--- config.mk ---
export PLATFORM = sky130hd
export DESIGN_NAME = srs_reset_sequencer
export DESIGN_NICKNAME = d
export VERILOG_FILES = /design/src/rtl/srs_reset_sequencer.v
export VERILOG_INCLUDE_DIRS = /design/src /design/src/rtl
export SDC_FILE = /design/constraint.sdc
export NUM_CORES = 1
export LEC_CHECK = 0
export BUFFER_PORTS_ARGS = -buffer_cell sky130_fd_sc_hd__clkbuf_2
export CORE_MARGIN = 5
export CORE_UTILIZATION = 60
export CTS_CLUSTER_SIZE = 40
export DETAILED_ROUTE_END_ITERATION = 6
export GPL_TIMING_DRIVEN = 0
export PLACE_DENSITY = 0.85
export SYNTH_ARGS = -nofsm -noshare
export SYNTH_HDL_FRONTEND = slang
export SYNTH_SLANG_ARGS = --single-unit
--- constraint.sdc ---
create_clock -name sys_clk -period 7.1 [get_ports sys_clk]
set_input_delay 1.065 -clock sys_clk [delete_from_list [all_inputs] [get_ports sys_clk]]
set_output_delay 1.065 -clock sys_clk [all_outputs]
set_load 0.02 [all_outputs]
--- src/rtl/srs_regs.vh ---
`ifndef SRS_REGS_VH
`define SRS_REGS_VH

// oscillator settling hold, 15 to 30 ms; least time taken, rounded up
`define SRS_CLK_MHZ 100
`define SRS_SETTLE_US 15000
`define SRS_SETTLE_CYC (`SRS_SETTLE_US * `SRS_CLK_MHZ)
// brown-out condition hold-off
`define SRS_BOR_HOLD_US 500
`define SRS_BOR_HOLD_CYC (`SRS_BOR_HOLD_US * `SRS_CLK_MHZ)
// internal reset pulse width for in-service resets
`define SRS_PULSE_CYC 16
// brown-out interrupt noise filter depth, in samples
`define SRS_FILT_LEN 4

// reset cause bit positions
`define SRS_CAUSE_EXT 0
`define SRS_CAUSE_POR 1
`define SRS_CAUSE_BOR 2
`define SRS_CAUSE_WDT 3
`define SRS_CAUSE_SW 4
`define SRS_CAUSE_LDO 5
`define SRS_CAUSE_W 6

// boot fetch phases
`define SRS_FETCH_SP 2'h0
`define SRS_FETCH_PC 2'h1
`define SRS_FETCH_INSN 2'h2
`define SRS_FETCH_RUN 2'h3

`endif

--- src/rtl/srs_reset_sequencer.v ---
// Operation
// - wait for later of pin and power-on release
// - hold reset during oscillator settling count
// - boot fetch: stack pointer, PC, instruction, run
// - power-on detector acts only at first power-up
// - power-on resets test port; pin does not
// - brown-out reset disabled after reset, software enables
// - brown-out gives interrupt, or reset when selected
// - optional resample of brown-out interrupt after delay, drop if gone
// - optional noise filter on brown-out interrupt
// - brown-out reset, taken without resample, pulses reset, then boot
// - brown-out flag clears after 500 us, blocks re-set
// - peripheral reset on set-then-clear of its bit
// - soft reset bits follow clock-gating bit order
// - soft reset hits every clock domain of peripheral
// - core reset request resets core and peripherals, not test port, then boots
// - watchdog resets on second time-out if enabled
// - watchdog reset pulses reset, then boots
// - regulator-loss reset enabled by software, sets flag
// - sticky cause bits; pin reset clears others
// - pin reset spares test port, same settling hold
`timescale 1ns/1ps
`include "srs_regs.vh"

module srs_reset_sequencer #(
    parameter NUM_PERIPH = 32,
    parameter NUM_DOMAINS = 2,
    parameter SETTLE_CYC = `SRS_SETTLE_CYC,
    parameter BOR_HOLD_CYC = `SRS_BOR_HOLD_CYC,
    parameter DELAY_W = 16
) (
    input wire sys_clk,
    input wire rst_b,
    input wire clk_en,
    input wire ext_reset_pin_b,
    input wire por_detect,
    input wire brownout_detect,
    input wire brownout_reset_ctrl_en,
    input wire brownout_reset_select,
    input wire brownout_resample_en,
    input wire [DELAY_W-1:0] brownout_resample_delay,
    input wire brownout_filter_en,
    input wire [NUM_PERIPH-1:0] periph_soft_reset_regs,
    input wire core_system_reset_request,
    input wire wdt_timeout,
    input wire wdt_int_pending,
    input wire wdt_reset_en,
    input wire regulator_reset_en,
    input wire regulator_unregulated,
    input wire cause_clear,
    output reg sys_reset_q,
    output reg tap_reset_q,
    output reg [1:0] boot_phase_q,
    output reg brownout_int_q,
    output reg brownout_flag_q,
    output reg regulator_reset_flag,
    output reg [`SRS_CAUSE_W-1:0] reset_cause_reg,
    output reg [NUM_PERIPH*NUM_DOMAINS-1:0] periph_reset_q
);

// states of the reset sequence
localparam ST_POWERUP = 3'h0;
localparam ST_SETTLE = 3'h1;
localparam ST_PULSE = 3'h2;
localparam ST_FETCH = 3'h3;
localparam ST_RUN = 3'h4;

// one counter serves settle and pulse; wide enough for the longest settle count
reg [2:0] state_q;
reg [31:0] cnt_q;
reg por_seen_q;
reg [31:0] bor_cnt_q;
reg bor_wait_q;
reg [DELAY_W-1:0] bor_res_q;
reg [`SRS_FILT_LEN-1:0] filt_q;
reg wdt_first_q;
reg [NUM_PERIPH-1:0] soft_prev_q;
reg bor_enable_q;

wire pin_active;
wire por_active;
wire hold_inputs;
wire filt_ok;
wire bor_fire_now;
wire bor_go_reset;
wire wdt_second;
wire ldo_reset;
wire bor_reset;
wire sw_reset;
wire svc_reset;

////////////////////////////////////////////////////////////////////////
// source decode

assign pin_active = ~ext_reset_pin_b;
// power-on detector only counts before the first release
assign por_active = por_detect & ~por_seen_q;
assign hold_inputs = pin_active | por_active;
// filter only gates the interrupt path; reset path uses the raw comparator
assign filt_ok = brownout_filter_en ? &filt_q : brownout_detect;
assign bor_fire_now = brownout_detect & ~brownout_flag_q;
// brown-out reset needs both the enable and the select
assign bor_go_reset = bor_enable_q & brownout_reset_select;
// second zero while the first interrupt is still pending
assign wdt_second = wdt_timeout & wdt_first_q & wdt_int_pending & wdt_reset_en;
// regulator loss only counts once software has armed it
assign ldo_reset = regulator_reset_en & regulator_unregulated;
assign bor_reset = bor_fire_now & bor_go_reset;
assign sw_reset = core_system_reset_request;
// one level for every in-service source; pin and power-on go through the sequence
assign svc_reset = bor_reset | wdt_second | ldo_reset | sw_reset;

////////////////////////////////////////////////////////////////////////
// main sequence

always @(posedge sys_clk) begin
    if (!rst_b) begin
        state_q <= ST_POWERUP;
        cnt_q <= 32'h0;
        por_seen_q <= 1'b0;
        sys_reset_q <= 1'b1;
        tap_reset_q <= 1'b1;
        boot_phase_q <= `SRS_FETCH_SP;
        bor_enable_q <= 1'b0;
        reset_cause_reg <= {`SRS_CAUSE_W{1'b0}};
        regulator_reset_flag <= 1'b0;
    end else if (clk_en) begin
        bor_enable_q <= brownout_reset_ctrl_en;
        if (cause_clear)
            reset_cause_reg <= {`SRS_CAUSE_W{1'b0}};
        if (pin_active && state_q != ST_POWERUP) begin
            // pin reset: core and peripherals only, test port untouched
            state_q <= ST_POWERUP;
            sys_reset_q <= 1'b1;
            reset_cause_reg <= {{(`SRS_CAUSE_W-1){1'b0}}, 1'b1};
        end else begin
            case (state_q)
                ST_POWERUP: begin
                    sys_reset_q <= 1'b1;
                    cnt_q <= 32'h0;
                    if (!hold_inputs) begin
                        state_q <= ST_SETTLE;
                        por_seen_q <= 1'b1;
                        tap_reset_q <= 1'b0;
                        if (!por_seen_q)
                            reset_cause_reg[`SRS_CAUSE_POR] <= 1'b1;
                    end
                end
                ST_SETTLE: begin
                    // settling counter keeps internal reset held
                    if (cnt_q >= SETTLE_CYC - 1) begin
                        state_q <= ST_FETCH;
                        sys_reset_q <= 1'b0;
                        boot_phase_q <= `SRS_FETCH_SP;
                    end else
                        cnt_q <= cnt_q + 32'h1;
                end
                ST_PULSE: begin
                    if (cnt_q >= `SRS_PULSE_CYC - 1) begin
                        state_q <= ST_FETCH;
                        sys_reset_q <= 1'b0;
                        boot_phase_q <= `SRS_FETCH_SP;
                    end else
                        cnt_q <= cnt_q + 32'h1;
                end
                ST_FETCH: begin
                    // one cycle per fetch step, then run
                    case (boot_phase_q)
                        `SRS_FETCH_SP: boot_phase_q <= `SRS_FETCH_PC;
                        `SRS_FETCH_PC: boot_phase_q <= `SRS_FETCH_INSN;
                        `SRS_FETCH_INSN: begin
                            boot_phase_q <= `SRS_FETCH_RUN;
                            state_q <= ST_RUN;
                        end
                        // run phase never lingers in fetch
                        default: state_q <= ST_RUN;
                    endcase
                end
                ST_RUN: begin
                    // sources only act in run; a brown-out during a pulse just holds the flag
                    if (svc_reset) begin
                        state_q <= ST_PULSE;
                        sys_reset_q <= 1'b1;
                        cnt_q <= 32'h0;
                        if (bor_reset)
                            reset_cause_reg[`SRS_CAUSE_BOR] <= 1'b1;
                        if (wdt_second)
                            reset_cause_reg[`SRS_CAUSE_WDT] <= 1'b1;
                        if (sw_reset)
                            reset_cause_reg[`SRS_CAUSE_SW] <= 1'b1;
                        if (ldo_reset) begin
                            reset_cause_reg[`SRS_CAUSE_LDO] <= 1'b1;
                            regulator_reset_flag <= 1'b1;
                        end
                    end
                end
                default: state_q <= ST_POWERUP;
            endcase
        end
    end
end

////////////////////////////////////////////////////////////////////////
// brown-out: flag hold, resample, interrupt filter

always @(posedge sys_clk) begin
    if (!rst_b) begin
        brownout_flag_q <= 1'b0;
        bor_cnt_q <= 32'h0;
        bor_wait_q <= 1'b0;
        bor_res_q <= {DELAY_W{1'b0}};
        brownout_int_q <= 1'b0;
    end else if (clk_en) begin
        brownout_int_q <= 1'b0;
        if (brownout_flag_q) begin
            // flag held so software sees the original cause
            if (bor_cnt_q >= BOR_HOLD_CYC - 1) begin
                brownout_flag_q <= 1'b0;
                bor_cnt_q <= 32'h0;
            end else
                bor_cnt_q <= bor_cnt_q + 32'h1;
        end else if (bor_wait_q) begin
            if (bor_res_q == {DELAY_W{1'b0}}) begin
                bor_wait_q <= 1'b0;
                // absent at the recheck: nothing happens
                if (filt_ok) begin
                    brownout_int_q <= 1'b1;
                    brownout_flag_q <= 1'b1;
                end
            end else
                bor_res_q <= bor_res_q - {{(DELAY_W-1){1'b0}}, 1'b1};
        end else if (brownout_detect) begin
            if (bor_go_reset)
                brownout_flag_q <= 1'b1;
            else if (brownout_resample_en) begin
                bor_wait_q <= 1'b1;
                bor_res_q <= brownout_resample_delay;
            end else if (filt_ok) begin
                brownout_int_q <= 1'b1;
                brownout_flag_q <= 1'b1;
            end
        end
    end
end

////////////////////////////////////////////////////////////////////////
// interrupt noise filter: last few comparator samples

always @(posedge sys_clk) begin
    if (!rst_b)
        filt_q <= {`SRS_FILT_LEN{1'b0}};
    else if (clk_en)
        filt_q <= {filt_q[`SRS_FILT_LEN-2:0], brownout_detect};
end

////////////////////////////////////////////////////////////////////////
// watchdog first time-out tracking

always @(posedge sys_clk) begin
    if (!rst_b)
        wdt_first_q <= 1'b0;
    else if (clk_en) begin
        // counter reloads itself; here only the stage is remembered
        if (!wdt_int_pending)
            wdt_first_q <= 1'b0;
        if (wdt_timeout)
            wdt_first_q <= 1'b1;
    end
end

////////////////////////////////////////////////////////////////////////
// per-peripheral soft reset, bit order same as clock gating

wire [NUM_PERIPH*NUM_DOMAINS-1:0] periph_reset_d;

genvar gi;
generate
    for (gi = 0; gi < NUM_PERIPH; gi = gi + 1) begin : g_periph
        // held while bit set, released two cycles after clear; all domains together
        assign periph_reset_d[gi*NUM_DOMAINS +: NUM_DOMAINS] =
            {NUM_DOMAINS{periph_soft_reset_regs[gi] | soft_prev_q[gi] | sys_reset_q}};
    end
endgenerate

// one process owns both vectors, so every bit has a single driver
always @(posedge sys_clk) begin
    if (!rst_b) begin
        soft_prev_q <= {NUM_PERIPH{1'b0}};
        periph_reset_q <= {(NUM_PERIPH*NUM_DOMAINS){1'b1}};
    end else if (clk_en) begin
        soft_prev_q <= periph_soft_reset_regs;
        periph_reset_q <= periph_reset_d;
    end
end

endmodule // srs_reset_sequencer

== Word level (Yosys, flattened, before mapping) ==
Cells that the tools add are included.

* Add/subtract/negate cells: 3
* Multiplexer cells: 58
* Reduce and logical (&&, ||, !) cells: 24
* Order comparisons: 3
* Equal/unequal tests: 20
* Bitwise gates (word level): 81

{| class="wikitable"
|+ Operators by type and width
! kind !! count
|-
| $mux W32 || 4
|-
| $pmux W32 S4 || 1
|-
| $mux W16 || 5
|-
| $or A1 B1 Y1 || 68
|-
| $add A32 B1 Y32 const B || 2
|-
| $ge A32 B16 Y1 const B || 1
|-
| $ge A32 B21 Y1 const B || 1
|-
| $ge A32 B4 Y1 const B || 1
|-
| $mux W1 || 32
|-
| $reduce_and A6 Y1 || 4
|-
| $mux W3 || 6
|-
| $logic_not A16 Y1 || 1
|-
| $ne A2 B2 Y1 const B || 8
|-
| $sub A16 B1 Y16 const B || 1
|-
| $ne A3 B3 Y1 const B || 5
|-
| $pmux W3 S5 || 1
|-
| $pmux W2 S3 || 2
|-
| $reduce_and A5 Y1 || 2
|-
| $and A1 B1 Y1 || 8
|-
| $mux W4 || 2
|-
| $reduce_and A2 Y1 || 4
|-
| $reduce_and A4 Y1 || 2
|-
| $eq A3 B2 Y1 const B || 2
|-
| $mux W6 || 1
|-
| 17 further kinds || 25
|}

* Output and inout bits: 77
* Register bits: 199

== Logic depth before layout (Yosys ltp) ==
* Depth after elaboration: 9
* Gate-level depth with buffers: 10
* Depth with buffers taken out: 9

== Worst setup path after synthesis ==
Ideal clock, no wire load.

* Path type: input -> register
* Start: input port ext_reset_pin_b
* End: register cnt_q[15]
* Required time: 6,984 ps
* Path slack: 4,235 ps
* Setup time: 116 ps
* Cell stages on the path: 9
* Data arrival time: 2,749 ps
* Path buffers: 2
* Cells stage by stage: clkbuf_1 > inv_1 > o21ai_0 > nand3_1 > nand2b_1 > nor4b_4 > buf_6 > a21oi_1 > a31o_2

* Longest elaborated chain between the ends: 4

{| class="wikitable"
|+ Ends and longest elaborated chain
! element !! line !! RTL
|-
| start: declaration || srs_reset_sequencer.v:35 || <nowiki>input wire ext_reset_pin_b,</nowiki>
|-
| $not A1 Y1 || srs_reset_sequencer.v:95 || <nowiki>assign pin_active = ~ext_reset_pin_b;</nowiki>
|-
| $logic_and A1 B1 Y1 || srs_reset_sequencer.v:131 || <nowiki>if (pin_active && state_q != ST_POWERUP) begin</nowiki>
|-
| $not A1 Y1 (no line) || n/a ||
|-
| $reduce_and A6 Y1 (no line) || n/a ||
|-
| end signal: assignment || srs_reset_sequencer.v:156 || <nowiki>cnt_q <= cnt_q + 32'h1;</nowiki>
|-
| end signal: assignment || srs_reset_sequencer.v:164 || <nowiki>cnt_q <= cnt_q + 32'h1;</nowiki>
|-
| end: declaration || srs_reset_sequencer.v:70 || <nowiki>reg [31:0] cnt_q;</nowiki>
|}

No other way between the ends.
A chain may end at the register's enable or synchronous reset.

== Worst setup path after layout ==
* Start: register bor_res_q[0]
* End: register bor_res_q[13]

* Longest elaborated chain between the ends: 3

{| class="wikitable"
|+ Ends and longest elaborated chain
! element !! line !! RTL
|-
| start: declaration || srs_reset_sequencer.v:74 || <nowiki>reg [DELAY_W-1:0] bor_res_q;</nowiki>
|-
| start signal: assignment || srs_reset_sequencer.v:211 || <nowiki>bor_res_q <= {DELAY_W{1'b0}};</nowiki>
|-
| start signal: assignment || srs_reset_sequencer.v:231 || <nowiki>bor_res_q <= bor_res_q - {{(DELAY_W-1){1'b0}}, 1'b1};</nowiki>
|-
| start signal: assignment || srs_reset_sequencer.v:237 || <nowiki>bor_res_q <= brownout_resample_delay;</nowiki>
|-
| $sub A16 B1 Y16 or $logic_not A16 Y1 (tied branches) || srs_reset_sequencer.v:231, srs_reset_sequencer.v:223 ||
|-
| $mux W16 or $ne A2 B2 Y1 (tied branches) || n/a ||
|-
| $mux W16 or $reduce_and A6 Y1 (tied branches) || n/a ||
|}

Parallel ways exist; a longest one is shown, timed or not. The select of a mux whose other input is x is not followed.

==> run summary <==
The run finished with clean final reports. Setup repair after global routing left no endpoint under its margin. The height of the die came out at 124 um. The share of the yosys chip area belonging to registers is around 43%. The total of flip-flops plus latches after synthesis is 168.

The overall global routing resource usage is 25.2%. For the final routed database, the setup TNS stands at 0 ns. In the final layout, the multi-input gates occupy 0.00391 mm2. The cell type contributing the most total cell area after synthesis is sky130_fd_sc_hd__dfxtp_1. The congestion estimate from routability-driven global placement came to 0.918. In this run the worst path has a maximum fanout of 10.

The number of post-CTS setup repair buffers is 0. The element type at the critical path start is a flip-flop. The maximum clock frequency came out at ~0.33 GHz. The shortest clock period the worst path allows after layout came out at between 2 and 3 ns. The setup path with the least slack is of type reg -> reg. The first routing iteration left around 460 violations. Counting instances in the post-synthesis netlist gives the leading cell types as sky130_fd_sc_hd__dfxtp_1, sky130_fd_sc_hd__nand2_1, sky130_fd_sc_hd__nor2_1. The worst voltage drop across the vdd grid came out at 0.187 mV. The worst slew margin relative to its limit is ~46%. In this run the remaining antenna-violating nets after routing total 0. TritonCTS built the clock tree. The fraction of post-synthesis cell area in the top cell type by area is 43.1%. The storage element area is 0.00336 mm2. The die is roughly 120 um wide. The post-cts gate resize count is 0.

The number of slew-limit violations in the final report is 0. At the pin with the least slew margin, the transition time is 0.811 ns. The clock latency on the worst-skew pair came out at 0.43 ns. For the worst setup path, the data required time is 7.42 ns. The setup-violating endpoint count in the final report came out at 0.

The power density over the cells is between 200 and 250 mW/mm2. After synthesis, the netlist uses 64 different library cells. The share of flip-flops with an asynchronous set or reset came out at 0%. The total CTS buffers is 17. The initial utilization of the core area, before any placement, comes to 61.5%. The synthesized netlist net count came out at 971. The floorplan step defined a die boundary enclosing around 0.015 mm2. Summing over every cut layer, the via total after detailed routing is between 7000 and 8000. The number of hold violations in the final report came out at 0. The number of hold buffers added after CTS is 0. For this run the aggregate overflow at the end of global routing stands at 0. The longest clock path from root to sink contains 2 buffers.

The routed length per placed instance came out at around 16 um. The standby leakage power came out at 0.00375 uW. The worst hold margin came out at ~0.45 ns. The largest net degree at the start of global routing is 17. The via count of the first global-routing pass came out at ~6600. The data arrival at the endpoint of the critical path came out at 3.30 ns. The H-tree generated during clock tree synthesis spans 4 levels. The clock arrives with 0.00796 ns of skew. The number of nets in the layout came out at 1130. The count of mapped cells out of synthesis came out at 900. The number of fillers in the final layout is 937. The half-perimeter wire length after placement is 13900 um. The post-route DRC violation count is 0.

The root cell of the clock tree is sky130_fd_sc_hd__clkbuf_16. The floorplan core area came out at 0.0127 mm2. In the final layout, the share of cells above drive strength 1 is a little over 20%. In this run the worst hold path is classified as reg -> reg. The layout overhead on the synthesized area is 19.8%. Dividing the detail-routed via count by the number of cells gives 5.68.

The initialized floorplan defines 41 standard-cell rows. The initial antenna violation count came out at 1. The count of flip-flops with a built-in enable after synthesis is 0. CTS saw 168 sinks.

The post-synthesis average cell area came out at 8.66 um2. The number of detailed-route iterations in the first pass is 5. The final clock period utilization by the worst path is a little over two fifths. Among all cell types in the netlist, the one instantiated most often is sky130_fd_sc_hd__dfxtp_1. The count of synthesis-stage warnings from yosys came out at 0. In the post-synthesis netlist, the biggest area contributors are sky130_fd_sc_hd__dfxtp_1, sky130_fd_sc_hd__mux2i_1, sky130_fd_sc_hd__nand2_1.

Port buffering added 140 buffers. The most used flip-flop cell after synthesis is sky130_fd_sc_hd__dfxtp_1. The total length of routed wires came out at 19700 um. The clock transition at the registers of the reported paths came out at 0.07 ns. The synthesized netlist occupies a cell area of 0.00779 mm2. The number of primary I/O pins came out at roughly 140. The global-route wire length before repair came out at about 30000 um. The element type at the critical path end is a flip-flop.

The count of max-cap constraint violations is 0.
-- worst max-delay path, cell delays in order (launching register included) --
cell                       delay (ns)
sky130_fd_sc_hd__dfxtp_1         0.33
sky130_fd_sc_hd__inv_1           0.10
sky130_fd_sc_hd__ha_1            0.21
sky130_fd_sc_hd__nor3b_1         0.58
sky130_fd_sc_hd__nand4_1         0.32
sky130_fd_sc_hd__nor2_1          0.25
sky130_fd_sc_hd__a21o_1          0.22
sky130_fd_sc_hd__clkbuf_1        0.39
sky130_fd_sc_hd__o21ai_0         0.18
sky130_fd_sc_hd__a221o_1         0.30
-- per-stage QoR --
step	instance area [um2]	total power (uW)	utilization [%]	instances	worst slack, ns
2_1_floorplan	7790	1120	-	900	4.23
3_5_place_dp	8710	1190	68.7	1212	3.76
3_3_place_gp	8710	1180	68.7	1212	3.85
4_1_cts	9340	2140	73.7	1244	4.18
5_1_grt	9340	2210	73.7	1245	3.88
6_report	9340	2140	73.7	1245	4.11
-- per-layer routing --
metal	vias up	share of wire, %	track usage (%)
met3	35	6.3	6.54
met1	3326	43	32.1
met4	0	2.0	9.51
met5	-	0	0
met2	215	49	41.3
li1	3492	-	-
-- logic make-up after synthesis --
| logic type | count (synthesis) | synth area share [%] |
|---|---|---|
| AO/OA/AOI/OAI | 167 | 14.0 |
| XOR/XNOR | 29 | 3.26 |
| adder cells (fa/ha/maj) | 7 | 1.09 |
| buffers and inverters | 100 | 6.65 |
| flip-flops | 168 | 43.1 |
| multiplexers | 44 | 5.68 |
| AND/OR/NAND/NOR | 385 | 26.2 |
-- path summary, 6_finish.rpt --
check	startpoint	end	slack [ns]	depth (start not counted)
worst max-delay path	bor_res_q[0]	bor_res_q[13]	4.11	9
worst min-delay path	tap_reset_q	tap_reset_q	0.45	2
worst max register to register	bor_res_q[0]	bor_res_q[13]	4.11	9
worst min register to register	tap_reset_q	tap_reset_q	0.45	2
-- power by group --
group | switching, uW | internal, uW
registers | 16.5 | 965
logic | 117 | 71.5
clock network | 376 | 591
-- final cells by class --
cell class | count | area share, %
Buffer | 81 | 4.78
Antenna cell | 1 | 0.0268
Multi-Input combinational cell | 632 | 41.9
Inverter | 19 | 0.764
Tap cell | 172 | 2.30
Clock inverter | 10 | 1.53
Clock buffer | 22 | 5.18
Sequential cell | 168 | 36.0
Timing Repair Buffer | 140 | 7.50
-- cell usage in the layout (no fill, tap or decap), types with 4 or more instances in the layout --
cell type                    netlist  layout
sky130_fd_sc_hd__buf_4            33      33
sky130_fd_sc_hd__buf_1             6       6
sky130_fd_sc_hd__nand4_1          16      16
sky130_fd_sc_hd__clkbuf_1         37      38
sky130_fd_sc_hd__a2bb2oi_1         4       4
sky130_fd_sc_hd__nor4_1           16      16
sky130_fd_sc_hd__clkbuf_8          0       4
sky130_fd_sc_hd__clkinvlp_4        0       4
sky130_fd_sc_hd__ha_1              6       6
sky130_fd_sc_hd__o21ai_0          62      62
sky130_fd_sc_hd__a31o_1            4       4
sky130_fd_sc_hd__or4_1            33      33
sky130_fd_sc_hd__nand2_1         100     100
sky130_fd_sc_hd__nor3_1           14      14
sky130_fd_sc_hd__clkbuf_16         0      17
sky130_fd_sc_hd__a32oi_1           6       6
sky130_fd_sc_hd__and4_1           10      10
sky130_fd_sc_hd__and3_1            8       8
sky130_fd_sc_hd__nand2b_1          8       8
sky130_fd_sc_hd__clkbuf_2          0     140
sky130_fd_sc_hd__nor2_1           73      73
sky130_fd_sc_hd__nor3b_1           6       6
sky130_fd_sc_hd__xnor2_1          14      14
sky130_fd_sc_hd__xor2_1           15      15
sky130_fd_sc_hd__mux2i_1          42      42
sky130_fd_sc_hd__or3_1             9       9
sky130_fd_sc_hd__a31oi_1          10      10
sky130_fd_sc_hd__a21oi_1          33      33
sky130_fd_sc_hd__nand3_1          21      21
sky130_fd_sc_hd__dfxtp_1         168     168
sky130_fd_sc_hd__a21boi_0          6       6
sky130_fd_sc_hd__and2_1           17      17
sky130_fd_sc_hd__nor2b_1          45      45
sky130_fd_sc_hd__inv_1            19      19
sky130_fd_sc_hd__a41o_1            5       5
Note: power is estimated with default switching activity, not from simulation.
